`src/twi_mt_map.vh`:
```
// Register offsets, field positions, status codes and timing counts for the two-wire master.
`ifndef TWI_MT_MAP_VH
`define TWI_MT_MAP_VH
`define ADDR_LINK_CONTROL 2'h0
`define ADDR_BUS_STATE_CODE 2'h1
`define ADDR_SHIFT_BYTE 2'h2
`define CTL_RATE_HIGH 7
`define CTL_LINK_ENABLE 6
`define CTL_BEGIN 5
`define CTL_HALT 4
`define CTL_PENDING 3
`define CTL_ACK_ENABLE 2
`define CTL_RATE_MID 1
`define CTL_RATE_LOW 0
`define LINK_CONTROL_RESET 8'h00
`define SHIFT_BYTE_RESET 8'h00
`define ST_START_SENT 8'h08
`define ST_RESTART_SENT 8'h10
`define ST_ADDR_ACK 8'h18
`define ST_ADDR_NACK 8'h20
`define ST_DATA_ACK 8'h28
`define ST_DATA_NACK 8'h30
`define ST_ARB_LOST 8'h38
`define ST_MR_ADDR_ACK 8'h40
`define ST_MR_ADDR_NACK 8'h48
`define ST_IDLE 8'hf8
`define QUARTER_BASE 16'd25
`define BUS_FREE_CYCLES 16'd400
`endif

```
`src/twi_master_transmitter.v`:
```
// Two-wire bus controller in master transmitter mode with a plain register port.
// Notes on behaviour
// - Address write bit selects master transmitter; read bit selects master receiver.
// - A start request waits until the bus is free before issuing START.
// - After START the pending flag sets and status reads 08h.
// - After address and acknowledge, pending sets with status 18h, 20h or 38h.
// - Shift byte writes count only while pending; otherwise the old byte is sent.
// - After repeated START status reads 10h and any slave may be addressed.
// - In 08h or 10h with no requests, the address goes out, acknowledge sampled.
// - In 10h an address with read bit goes out, then receiver operation follows.
// - Status 18h, 20h, 28h, 30h for address and data acknowledge outcomes.
// - In 18h to 30h with no requests, the data byte goes out.
// - In 18h to 30h, begin alone issues a repeated START.
// - In 18h to 30h, halt alone sends STOP and clears halt.
// - Both begin and halt send STOP then START, clearing halt.
// - Lost arbitration gives 38h; release bus, or restart when bus frees.
// - While pending, clock is held low and no bus operation starts.
// - Pending never sets after a STOP is finished.
// - Shift byte reads return the last byte written while pending; the bus is never sampled into it.
//
// Decided for this implementation: the register addresses and strobed register access.
`include "twi_mt_map.vh"

module twi_master_transmitter (
  input wire sys_clk_i,
  input wire rst_b_i,
  input wire [1:0] reg_addr_i,
  input wire [7:0] reg_wdata_i,
  input wire reg_wr_i,
  input wire reg_rd_i,
  output reg [7:0] reg_rdata_o,
  input wire scl_i,
  output wire scl_o,
  output wire scl_oe_o,
  input wire sda_i,
  output wire sda_o,
  output wire sda_oe_o,
  output wire master_receiver_o
);

  localparam S_IDLE = 4'd0;
  localparam S_WAIT_FREE = 4'd1;
  localparam S_START = 4'd2;
  localparam S_HOLD = 4'd3;
  localparam S_BIT = 4'd4;
  localparam S_ACK = 4'd5;
  localparam S_RESTART = 4'd6;
  localparam S_STOP = 4'd7;
  localparam S_RECEIVER = 4'd8;

  wire scl_sync_reg, sda_sync_reg;
  reg [15:0] idle_cnt_reg;
  reg [15:0] quarter;
  reg [7:0] read_mux;
  reg scl_prev_reg, sda_prev_reg;
  reg bus_busy_reg;
  reg [7:0] control_reg;
  reg [7:0] status_reg;
  reg [7:0] shift_reg;
  reg [3:0] state_reg;
  reg [1:0] phase_reg;
  reg [15:0] tick_cnt_reg;
  reg [2:0] bit_cnt_reg;
  reg is_addr_reg;
  reg was_restart_reg;
  reg stop_then_start_reg;
  reg scl_low_reg, sda_low_reg;
  reg receiver_reg;

  wire pending = control_reg[`CTL_PENDING];
  wire enable = control_reg[`CTL_LINK_ENABLE];
  wire begin_req = control_reg[`CTL_BEGIN];
  wire halt_req = control_reg[`CTL_HALT];
  wire [2:0] rate = {control_reg[`CTL_RATE_HIGH], control_reg[`CTL_RATE_MID],
    control_reg[`CTL_RATE_LOW]};
  // Quarter bit period grows with the rate field; exact encoding is left open.
  always @* begin
    case (rate)
      3'd0: quarter = `QUARTER_BASE;
      3'd1: quarter = `QUARTER_BASE + 16'd8;
      3'd2: quarter = `QUARTER_BASE + 16'd16;
      3'd3: quarter = `QUARTER_BASE + 16'd24;
      3'd4: quarter = `QUARTER_BASE + 16'd32;
      3'd5: quarter = `QUARTER_BASE + 16'd40;
      3'd6: quarter = `QUARTER_BASE + 16'd48;
      default: quarter = `QUARTER_BASE + 16'd56;
    endcase
  end
  wire tick = (tick_cnt_reg >= quarter);
  wire start_seen = scl_sync_reg & sda_prev_reg & ~sda_sync_reg;
  wire stop_seen = scl_sync_reg & ~sda_prev_reg & sda_sync_reg;

  assign scl_o = 1'b0;
  assign scl_oe_o = scl_low_reg;
  assign sda_o = 1'b0;
  assign sda_oe_o = sda_low_reg;
  assign master_receiver_o = receiver_reg;

  // Both bus lines come from outside the clock domain and are synchronised first.
  twi_line_sync i_scl_sync (
    .sys_clk_i(sys_clk_i),
    .rst_b_i(rst_b_i),
    .line_i(scl_i),
    .line_o(scl_sync_reg)
  );

  twi_line_sync i_sda_sync (
    .sys_clk_i(sys_clk_i),
    .rst_b_i(rst_b_i),
    .line_i(sda_i),
    .line_o(sda_sync_reg)
  );

  always @(posedge sys_clk_i or negedge rst_b_i) begin
    if (!rst_b_i) begin
      scl_prev_reg <= 1'b1;
      sda_prev_reg <= 1'b1;
      bus_busy_reg <= 1'b0;
      idle_cnt_reg <= 16'h0000;
    end else begin
      scl_prev_reg <= scl_sync_reg;
      sda_prev_reg <= sda_sync_reg;
      // A bus left high long enough counts as free, so a lost STOP never locks out START.
      if (!(scl_sync_reg && sda_sync_reg)) begin
        idle_cnt_reg <= 16'h0000;
      end else if (idle_cnt_reg != `BUS_FREE_CYCLES) begin
        idle_cnt_reg <= idle_cnt_reg + 16'h0001;
      end
      if (start_seen) begin
        bus_busy_reg <= 1'b1;
      end else if (stop_seen || idle_cnt_reg == `BUS_FREE_CYCLES) begin
        bus_busy_reg <= 1'b0;
      end
    end
  end

  always @* begin
    case (reg_addr_i)
      `ADDR_LINK_CONTROL: read_mux = control_reg;
      `ADDR_BUS_STATE_CODE: read_mux = status_reg;
      `ADDR_SHIFT_BYTE: read_mux = shift_reg;
      default: read_mux = 8'h00;
    endcase
  end

  // Read data is zero outside the cycle after a read strobe.
  always @(posedge sys_clk_i or negedge rst_b_i) begin
    if (!rst_b_i) begin
      reg_rdata_o <= 8'h00;
    end else if (reg_rd_i) begin
      reg_rdata_o <= read_mux;
    end else begin
      reg_rdata_o <= 8'h00;
    end
  end

  always @(posedge sys_clk_i or negedge rst_b_i) begin
    if (!rst_b_i) begin
      control_reg <= `LINK_CONTROL_RESET;
      status_reg <= `ST_IDLE;
      shift_reg <= `SHIFT_BYTE_RESET;
      state_reg <= S_IDLE;
      phase_reg <= 2'd0;
      tick_cnt_reg <= 16'h0000;
      bit_cnt_reg <= 3'd0;
      is_addr_reg <= 1'b0;
      was_restart_reg <= 1'b0;
      stop_then_start_reg <= 1'b0;
      scl_low_reg <= 1'b0;
      sda_low_reg <= 1'b0;
      receiver_reg <= 1'b0;
    end else begin
      tick_cnt_reg <= tick ? 16'h0000 : tick_cnt_reg + 16'h0001;
      if (reg_wr_i && reg_addr_i == `ADDR_LINK_CONTROL) begin
        // Software may clear the pending flag but never set it.
        control_reg <= {reg_wdata_i[7:4], reg_wdata_i[3] & pending, reg_wdata_i[2:0]};
      end
      if (reg_wr_i && reg_addr_i == `ADDR_SHIFT_BYTE && pending) begin
        shift_reg <= reg_wdata_i;
      end
      case (state_reg)
        S_IDLE: begin
          scl_low_reg <= 1'b0;
          sda_low_reg <= 1'b0;
          if (enable && begin_req && !pending) begin
            state_reg <= S_WAIT_FREE;
          end
        end
        S_WAIT_FREE: begin
          if (!bus_busy_reg && scl_sync_reg && sda_sync_reg && tick) begin
            state_reg <= S_START;
            phase_reg <= 2'd0;
          end
        end
        S_START: if (tick) begin
          phase_reg <= phase_reg + 2'd1;
          if (phase_reg == 2'd0) begin
            sda_low_reg <= 1'b1;
          end else if (phase_reg == 2'd2) begin
            scl_low_reg <= 1'b1;
            control_reg[`CTL_PENDING] <= 1'b1;
            control_reg[`CTL_BEGIN] <= 1'b0;
            status_reg <= was_restart_reg ? `ST_RESTART_SENT : `ST_START_SENT;
            is_addr_reg <= 1'b1;
            state_reg <= S_HOLD;
          end
        end
        S_HOLD: begin
          scl_low_reg <= 1'b1;
          phase_reg <= 2'd0;
          bit_cnt_reg <= 3'd7;
          // Acknowledge enable is never consulted here.
          if (!pending) begin
            if (status_reg == `ST_ARB_LOST) begin
              scl_low_reg <= 1'b0;
              sda_low_reg <= 1'b0;
              was_restart_reg <= 1'b0;
              state_reg <= begin_req ? S_WAIT_FREE : S_IDLE;
            end else if (halt_req) begin
              stop_then_start_reg <= begin_req;
              state_reg <= S_STOP;
            end else if (begin_req && !is_addr_reg) begin
              state_reg <= S_RESTART;
            end else begin
              state_reg <= S_BIT;
            end
          end
        end
        S_BIT: if (tick) begin
          phase_reg <= phase_reg + 2'd1;
          case (phase_reg)
            2'd0: sda_low_reg <= ~shift_reg[bit_cnt_reg];
            2'd1: scl_low_reg <= 1'b0;
            2'd2: begin
              if (!scl_sync_reg) begin
                phase_reg <= 2'd2;
              end else if (shift_reg[bit_cnt_reg] && !sda_sync_reg) begin
                sda_low_reg <= 1'b0;
                scl_low_reg <= 1'b0;
                status_reg <= `ST_ARB_LOST;
                control_reg[`CTL_PENDING] <= 1'b1;
                state_reg <= S_HOLD;
              end
            end
            default: begin
              scl_low_reg <= 1'b1;
              if (bit_cnt_reg == 3'd0) begin
                state_reg <= S_ACK;
              end else begin
                bit_cnt_reg <= bit_cnt_reg - 3'd1;
              end
            end
          endcase
        end
        S_ACK: if (tick) begin
          phase_reg <= phase_reg + 2'd1;
          case (phase_reg)
            2'd0: sda_low_reg <= 1'b0;
            2'd1: scl_low_reg <= 1'b0;
            2'd2: if (!scl_sync_reg) phase_reg <= 2'd2;
            default: begin
              scl_low_reg <= 1'b1;
              if (is_addr_reg && shift_reg[0]) begin
                receiver_reg <= 1'b1;
                status_reg <= sda_sync_reg ? `ST_MR_ADDR_NACK : `ST_MR_ADDR_ACK;
                state_reg <= S_RECEIVER;
              end else begin
                if (is_addr_reg) begin
                  status_reg <= sda_sync_reg ? `ST_ADDR_NACK : `ST_ADDR_ACK;
                end else begin
                  status_reg <= sda_sync_reg ? `ST_DATA_NACK : `ST_DATA_ACK;
                end
                state_reg <= S_HOLD;
              end
              control_reg[`CTL_PENDING] <= 1'b1;
              is_addr_reg <= 1'b0;
            end
          endcase
        end
        S_RESTART: if (tick) begin
          phase_reg <= phase_reg + 2'd1;
          if (phase_reg == 2'd0) begin
            sda_low_reg <= 1'b0;
          end else if (phase_reg == 2'd1) begin
            scl_low_reg <= 1'b0;
          end else if (phase_reg == 2'd3) begin
            was_restart_reg <= 1'b1;
            state_reg <= S_START;
            phase_reg <= 2'd0;
          end
        end
        S_STOP: if (tick) begin
          phase_reg <= phase_reg + 2'd1;
          if (phase_reg == 2'd0) begin
            sda_low_reg <= 1'b1;
          end else if (phase_reg == 2'd1) begin
            scl_low_reg <= 1'b0;
          end else if (phase_reg == 2'd2) begin
            sda_low_reg <= 1'b0;
          end else begin
            // No pending flag after a STOP.
            control_reg[`CTL_HALT] <= 1'b0;
            was_restart_reg <= 1'b0;
            state_reg <= stop_then_start_reg ? S_WAIT_FREE : S_IDLE;
          end
        end
        S_RECEIVER: begin
          // Receiver operation lies outside this block; bus is held while pending, then halt sends STOP, otherwise a repeated START.
          scl_low_reg <= 1'b1;
          if (!pending) begin
            receiver_reg <= 1'b0;
            state_reg <= halt_req ? S_STOP : S_RESTART;
            stop_then_start_reg <= begin_req;
            phase_reg <= 2'd0;
          end
        end
        default: state_reg <= S_IDLE;
      endcase
    end
  end

endmodule // twi_master_transmitter

// Two-stage synchroniser for one bus line; idles high like the pulled-up line.
module twi_line_sync (
  input wire sys_clk_i,
  input wire rst_b_i,
  input wire line_i,
  output reg line_o
);

  reg meta_reg;

  always @(posedge sys_clk_i or negedge rst_b_i) begin
    if (!rst_b_i) begin
      meta_reg <= 1'b1;
      line_o <= 1'b1;
    end else begin
      meta_reg <= line_i;
      line_o <= meta_reg;
    end
  end

endmodule // twi_line_sync

```
`config.mk`:
```
export PLATFORM = sky130hd
export DESIGN_NAME = twi_master_transmitter
export DESIGN_NICKNAME = d
export VERILOG_FILES = /design/src/twi_master_transmitter.v
export VERILOG_INCLUDE_DIRS = /design/src
export SDC_FILE = /design/constraint.sdc
export NUM_CORES = 1
export LEC_CHECK = 0
export ABC_AREA = 0
export BUFFER_PORTS_ARGS = -buffer_cell sky130_fd_sc_hd__buf_2
export CORE_ASPECT_RATIO = 2
export CORE_MARGIN = 1
export CORE_UTILIZATION = 61
export DETAILED_ROUTE_END_ITERATION = 10
export PLACE_DENSITY = 0.84
export SETUP_SLACK_MARGIN = 0.4
export SLEW_MARGIN = 5
export SYNTH_ARGS = -nofsm -noshare
export SYNTH_HDL_FRONTEND = slang
export SYNTH_SLANG_ARGS = --single-unit
```
`constraint.sdc`:
```
create_clock -name sys_clk_i -period 2.8 [get_ports sys_clk_i]
set_input_delay 0.28 -clock sys_clk_i [delete_from_list [all_inputs] [get_ports sys_clk_i]]
set_output_delay 0.28 -clock sys_clk_i [all_outputs]
set_load 0.02 [all_outputs]
```
Word level (Yosys, flattened, before mapping) --
Cells that the tools add are included.
Storage, ports and cells: flip-flop bits (word level) 85, bits in latches 0, RAM bits 0, memory bits (read-only) 0, input port bits 16, output and inout port bits 13, logic and storage cells 293, memories kept 0
Operators by class: add/sub/neg operators 4, $mul 0, div/mod/pow operators 0, $lt $le $gt $ge 2, equality and inequality tests 67, shifts and indexed selects 0, multiplexer cells 141, bitwise operators 8, reductions and logical operators 49
Operators with widths (number):
- 2-to-1 mux 4 bit | 23
- 2-to-1 mux 8 bit | 10
- 2-to-1 mux 1 bit | 65
- != test 2 bit (second input constant) | 31
- one-hot mux 7 bit (7 select lines) | 1
- 2-to-1 mux 16 bit | 3
- one-hot mux 8 bit (3 select lines) | 2
- one-hot mux 4 bit (9 select lines) | 1
- adder 16 x 1 -> 16 bit (second input constant) | 2
- 2-to-1 mux 2 bit | 12
- AND reduction 22 bit | 1
- 2-to-1 mux 6 bit | 3
- equality test 16 x 9 -> 1 bit (second input constant) | 1
- equality test 4 x 3 -> 1 bit (second input constant) | 4
- greater-or-equal comparator 16 bit | 1
- != test 16 x 9 -> 1 bit (second input constant) | 1
- != test 2 x 1 -> 1 bit (second input constant) | 8
- != test 3 bit (second input constant) | 5
- AND reduction 14 bit | 1
- AND reduction 13 bit | 1
- logical AND 1 bit | 12
- 2-to-1 mux 3 bit | 4
- one-hot mux 2 bit (6 select lines) | 1
- AND reduction 6 bit | 2
- 39 further kinds | 76

Depth between registers and ports, before layout --
Gate-level depths: netlist of run 1.
depth in word-level cells 8, depth in mapped cells 9

Modules after synthesis --
A second synthesis of run 1 with hierarchy kept.
Unflattened totals: cells, all modules 442, area total of the unflattened synthesis 4399.2 um^2
Modules (own cells, without submodules):
- twi_master_transmitter | instances 1, cells each 438, area an instance 4294.1 um^2, sequential area each 1959.4 um^2
- twi_line_sync | instances 2, cells each 2, area an instance 52.6 um^2, sequential area each 52.6 um^2

Worst setup path before layout of run 1 --
Ideal clock, no wire load.
path kind register to register, start register control_reg[1], end register scl_low_reg (netlist: scl_oe_o), arrival 2394 ps, path slack 282 ps, cell stages (with the launch flop) 10, buffers on the path 1, clock period less this slack 2518 ps, path through dfrtp_1 > or3_1 > nand2_1 > ha_1 > a21oi_1 > o2111ai_1 > or2_2 > clkbuf_1 > o221ai_1 > mux2_2
On the way: longest elaborated chain between the ends 5
RTL lines:
- start, declared | line twi_master_transmitter.v:57 | reg [7:0] control_reg;
- start signal, assigned | line twi_master_transmitter.v:159 | control_reg <= `LINK_CONTROL_RESET;
- start signal, assigned | line twi_master_transmitter.v:176 | control_reg <= {reg_wdata_i[7:4], reg_wdata_i[3] & pending, reg_wdata_i[2:0]};
- equality test 3 bit, or another cell as far along | line twi_master_transmitter.v:78 | case (rate)
- one-hot mux 7 bit (7 select lines) * | line twi_master_transmitter.v:78
- greater-or-equal comparator 16 bit * | line twi_master_transmitter.v:89 | wire tick = (tick_cnt_reg >= quarter);
- != test 2 x 1 -> 1 bit (no line) / != test 2 bit (equally long branches)
- AND reduction 13 bit (no line) *
- end signal, assigned | line twi_master_transmitter.v:169 | scl_low_reg <= 1'b0;
- end signal, assigned | line twi_master_transmitter.v:183 | scl_low_reg <= 1'b0;
- end signal, assigned | line twi_master_transmitter.v:200 | scl_low_reg <= 1'b1;
- end, declared | line twi_master_transmitter.v:67 | reg scl_low_reg, sda_low_reg;
Every way passes the cells marked *; elsewhere a longest branch is shown, timed or not. A chain may end at the register's enable or synchronous reset.

Worst setup path in the final report of run 1 --
start register control_reg[0], end register scl_low_reg (netlist: scl_oe_o)
Same word-level chain as after synthesis.

==> results_dict.tcl, run 1 <==
set metrics [dict create \
    run_status "finished clean" \
    crit_path_max_fanout 5 \
    cts_tree "done" \
    cts_sinks 82 \
    fmax_mhz 403 \
    portBuffers 26 \
    slew_violations 0 \
    fp.coreArea_um2 7270 \
    hp-start "scl_i" \
    die_x_um 63.2 \
    met2_usage 0.601 \
    gr-total-overflow 0 \
    yosys_warnings 0 \
    rsz0062_at_grt "true" \
    worst-setup-path-type "reg -> reg" \
    skew_ns 0.00669 \
    ys_seq_elements 82 \
    grt_pass1_wl_um 18400 \
    cap_violations 0 \
    setup_viol 0 \
    start_kind "flip-flop" \
    syn-mean-instance-area_um2 10.1 \
    syn2layout_area_growth_pct 17.3 \
    cts_buffer_depth 2 \
    wl_um 11800 \
    gp_congestion 0.974 \
    dr.pass1.iters 5 \
    synth_cell_types 66 \
    hold_end "i_scl_sync.meta_reg$_DFF_PN1_" \
    grt_pass1_vias 3733 \
    hold_viol_final 0 \
    grt_busiest_layer "met2" \
    r2r_end "scl_oe_o$_DFFE_PN0P_" \
    numCtsBuffers 9 \
    design_power_total_uw 4610 \
    post-route-util 0.738 \
    fp.dieH_um 124 \
    start_util 0.629 \
    ys.flop_type "dfrtp_1" \
    yosysSeqAreaShare 0.451 \
    synth_cells 452 \
    gr-usage-met3 0.0375 \
    htree_num_levels 3 \
    drc 0 \
    r2r_start "control_reg[0]$_DFFE_PN0P_" \
    gr-usage-met1 0.302 \
    insertedDiodeCount 0 \
    drtIter0Drc 203 \
    grt.total_usage 0.313 \
    drive_gt1_frac 0.241 \
    r2r_cells 8 \
    grt_max_degree 83 \
    fin_nets 535 \
    synth_edf_count 0 \
    num_rows 44 \
    period_share 0.887 \
    root_buffer "clkbuf_16" \
    rrSetupSlack_ns 0.32 \
    peakVddDrop_v 0.000674 \
    holdPathStages 1 \
    wl_per_cell_um 19.8 \
    worstSetupEndpointType "flip-flop" \
    die_area_um2 7870 \
    worstPathRequired_ns 3.02 \
    powerDensity_nw_per_um2 859 \
    hold_buffers 0 \
    hpwl_um 8720 \
    hold_path_class "in -> reg" \
    final_cell_mix "dfrtp_1, nor2_1, buf_4" \
    final_common_cell "dfrtp_1" \
    syn_area_um2 4570 \
    postRouteAntennaNets 0 \
    slew_headroom 0.334 \
    crit_arrival_ns 2.70 \
    vias_per_cell 5.99 \
    vias 3584 \
    total_leakage_power_uw 0.00238 \
    cts.clk_slew.worst_paths_ns 0.06 \
    clk_latency_ns 0.34 \
    async_flop_share 1.00 \
    io_pins 29 \
    worst_pin_slew_ns 0.999 \
    period_minus_slack_ns 2.48 \
    grt_antenna_before_repair 0 \
]
==> repair_timing <==
item,in CTS,in global routing
setup buffers,6,4
resized for setup,7,17
gates cloned,0,0
pin swaps,3,9
setup endpoints to repair,12,15
==> critical path, cell delays in order (launching register included) <==
cell       delay [ns]
dfrtp_1          0.40
or3_1            0.39
nand2_2          0.09
ha_4             0.21
a21oi_4          0.17
o2111ai_4        0.20
or2_4            0.38
o221ai_4         0.21
mux2_4           0.31
==> layer usage <==
metal / wire (µm) / part of all wire
met1: 4080 / 0.34
met2: 6900 / 0.58
met3: 310 / 0.026
met4: 553 / 0.047
met5: 0 / 0
==> synthesized netlist by cell type, drive strengths merged (2+ instances only) <==
master,count,area share
o221ai,3,0.0057
clkbuf,14,0.011
o2111ai,2,0.0038
nor4,5,0.0082
nor3b,4,0.0088
and2,14,0.019
a311oi,3,0.0057
nor2b,4,0.0055
mux2,20,0.049
a21o,2,0.0033
mux2i,19,0.042
nor4bb,2,0.0044
ha,18,0.049
or3,5,0.0068
a22o,3,0.0057
a21oi,16,0.018
and3,3,0.0041
nor3,9,0.011
xnor2,9,0.017
o21ai,27,0.030
buf,10,0.015
and4,3,0.0057
xor2,12,0.023
o211ai,5,0.0082
a211oi,3,0.0049
nor2,47,0.039
nand4,6,0.0082
nand3b,6,0.0098
nand3,12,0.013
nand4b,3,0.0057
dfrtp,72,0.39
inv,20,0.016
nand2,24,0.020
nor4b,6,0.018
nand2b,11,0.015
dfstp,10,0.057
==> through the flow <==
step	instance area (µm²)	cells	setup TNS, ns	setup slack, ns	hold WS (ns)
after floorplan	4640	461	0	0.410	-0.0156
after global placement	4880	572	-0.121	-0.0715	0.346
after detailed placement	4880	572	0	0.0144	0.347
after CTS	5240	594	0	0.365	0.0353
after global routing	5370	598	0	0.184	0.0377
final	5370	598	0	0.317	0.0387
==> worst max-delay path by stage <==
stage	start	endpoint	slack, ns	cells after the start
after floorplan	control_reg[1]$_DFFE_PN0P_	scl_oe_o$_DFFE_PN0P_	0.41	9
after global placement	state_reg[0]$_DFFE_PN0P_	state_reg[0]$_DFFE_PN0P_	-0.07	5
after detailed placement	state_reg[0]$_DFFE_PN0P_	state_reg[0]$_DFFE_PN0P_	0.01	5
after CTS	bit_cnt_reg[1]$_DFFE_PN0P_	state_reg[0]$_DFFE_PN0P_	0.37	7
after global routing	control_reg[1]$_DFFE_PN0P_	bit_cnt_reg[2]$_DFFE_PN0P_	0.18	9
final	control_reg[0]$_DFFE_PN0P_	scl_oe_o$_DFFE_PN0P_	0.32	8
==> layout make-up <==
cell class | count | area (µm²)
Multi-Input combinational cell | 335 | 2510
Sequential cell | 82 | 2070
Fill cell | 525 | 1900
Timing Repair Buffer | 53 | 335
Clock buffer | 13 | 240
Tap cell | 92 | 115
Inverter | 20 | 75.1
Clock inverter | 3 | 25.0
==> kinds of logic (layout without fill, tap and decap cells) <==
logic type	Yosys count	after routing	synth area share
and+or+nand+nor	169	169	0.211
adders and majority gates	18	18	0.0492
buffers and inverters	44	89	0.0429
AOI/OAI and AO/OA	77	77	0.109
muxes	40	40	0.0957
xor gates and xnor gates	21	21	0.0402
other	1	10	0.000820
DFF	82	82	0.451
==> report_power, final <==
| group | switching [µW] | internal [µW] |
|---|---|---|
| combinational | 1010 | 874 |
| sequential | 258 | 1420 |
| clock | 442 | 606 |
| total | 1710 | 2900 |
Note: power is estimated with default switching activity, not from simulation.
==> run 2, diff against run 1 <==
BUFFER_PORTS_ARGS = unset   (was -buffer_cell sky130_fd_sc_hd__buf_2)
CORE_UTILIZATION = 64   (was 61)
DONT_BUFFER_PORTS = 1   (was unset)
clock period = 2.3 ns   (was 2.8 ns; I/O delays follow)
==> results_dict.tcl, run 2 (same netlist as run 1, synthesis figures left out) <==
set metrics [dict create \
    run_status "complete, but fails checks" \
    violations "negative hold slack, negative setup slack" \
    skew_ns 0.00937 \
    fin_nets 557 \
    hpwl_um 8990 \
    final_common_cell "dfrtp_1" \
    hold_viol_final 82 \
    layout_setup_ws_ns -0.161 \
    insertedDiodeCount 0 \
    vias_per_cell 6.51 \
    hold_path_class "in -> async" \
    worstSetupEndpointType "flip-flop" \
    period_minus_slack_ns 2.46 \
    portBuffers 0 \
    drc 0 \
    vias 4023 \
    grt.total_usage 0.379 \
    fin_area_um2 5830 \
    final_cell_mix "dfrtp_1, buf_4, nor2_1" \
    grt_antenna_before_repair 0 \
    htree_num_levels 3 \
    die_area_um2 7510 \
    slew_violations 0 \
    fp.coreArea_um2 6940 \
    worst-setup-path-type "reg -> reg" \
    drive_gt1_frac 0.320 \
    wl_per_cell_um 23.1 \
    fmax_mhz 406 \
    grt_pass1_wl_um 19900 \
    cts_buffer_depth 2 \
    wl_um 14300 \
    worstPathRequired_ns 2.53 \
    dpl_cell_area_um2 5150 \
    gr-total-overflow 0 \
    design_power_total_uw 6280 \
    gp_congestion 1.00 \
    root_buffer "clkbuf_16" \
    start_kind "flip-flop" \
    crit_arrival_ns 2.69 \
    hold_buffers 2 \
    total_leakage_power_uw 0.00255 \
    postRouteAntennaNets 0 \
    dr.pass1.iters 7 \
    cap_violations 0 \
    period_share 1.07 \
    cts_sinks 82 \
    drtIter0Drc 348 \
    numCtsBuffers 9 \
    start_util 0.659 \
    cts.clk_slew.worst_paths_ns 0.06 \
    grt_pass1_vias 4084 \
    num_rows 43 \
    die_x_um 61.8 \
    powerDensity_nw_per_um2 1080 \
    stdcell_count 618 \
    slew_headroom 0.448 \
    fin_setup_tns_ns -1.02 \
    crit_path_max_fanout 6 \
    syn2layout_area_growth_pct 27.4 \
    grt_max_degree 83 \
    peakVddDrop_v 0.000852 \
    cts_tree "done" \
    worst_pin_slew_ns 0.825 \
    clk_latency_ns 0.35 \
    dp.cells 590 \
    setup_viol 19 \
    rsz0062_at_grt "true" \
    fp.dieH_um 122 \
    io_pins 29 \
    fin_hold_ws_ns -0.419 \
]
==> run 2: layout make-up <==
| type | instances | area [µm²] |
|---|---|---|
| multi-input cells | 335 | 2650 |
| clock inverters | 3 | 46.3 |
| flip-flops and latches | 82 | 2070 |
| well taps | 90 | 113 |
| repair buffers | 75 | 618 |
| clock buffers | 13 | 260 |
| fillers | 355 | 1110 |
| inverters | 20 | 77.6 |
==> run 2: timing repair <==
action	CTS	global route
hold endpoints to repair	84	82
pin swaps	11	7
gates resized for setup	30	33
setup endpoints to repair	31	35
setup buffers	3	7
==> run 2: power by group <==
part | internal [µW] | switching, µW | leakage, µW | total, µW
logic | 1300 | 1410 | 0.00139 | 2700
clock network | 905 | 589 | 0.000146 | 1490
registers | 1720 | 357 | 0.00102 | 2080
total | 3930 | 2350 | 0.00255 | 6280
==> run 2: per-stage QoR <==
step                       util  setup WS (ns)
final                     0.840         -0.161
after floorplan               -        -0.0674
after global placement    0.743         0.0325
after detailed placement  0.743        -0.0329
after CTS                 0.810        -0.0147
after global routing      0.840         -0.191
==> run 2: critical path, stage by stage (launching register included) <==
cell and delay [ns]:
dfrtp_1 0.42, buf_4 0.19, mux2i_1 0.15, mux4_2 0.57
o21ai_0 0.51, o221ai_4 0.19, mux2_4 0.32
==> run 2: final timing paths <==
path	start	end	slack, ns	cells after the start
setup / recovery	bit_cnt_reg[0]$_DFFE_PN0P_	scl_oe_o$_DFFE_PN0P_	-0.16	6
setup reg to reg	bit_cnt_reg[0]$_DFFE_PN0P_	scl_oe_o$_DFFE_PN0P_	-0.16	6
min in group sys_clk_i	reg_rd_i	reg_rdata_o[5]$_DFF_PN0_	0.01	1
hold / removal	rst_b_i	control_reg[0]$_DFFE_PN0P_	-0.42	0
hold reg to reg	i_sda_sync.meta_reg$_DFF_PN1_	i_sda_sync.line_o$_DFF_PN1_	0.36	0
max in group asynchronous	rst_b_i	sda_prev_reg$_DFF_PN1_	2.50	0
==> run 2: routing by layer <==
metal,routed length [µm],track usage
met5,0,0
met4,1340,0.304
met3,894,0.0913
met2,7450,0.631
met1,4610,0.376
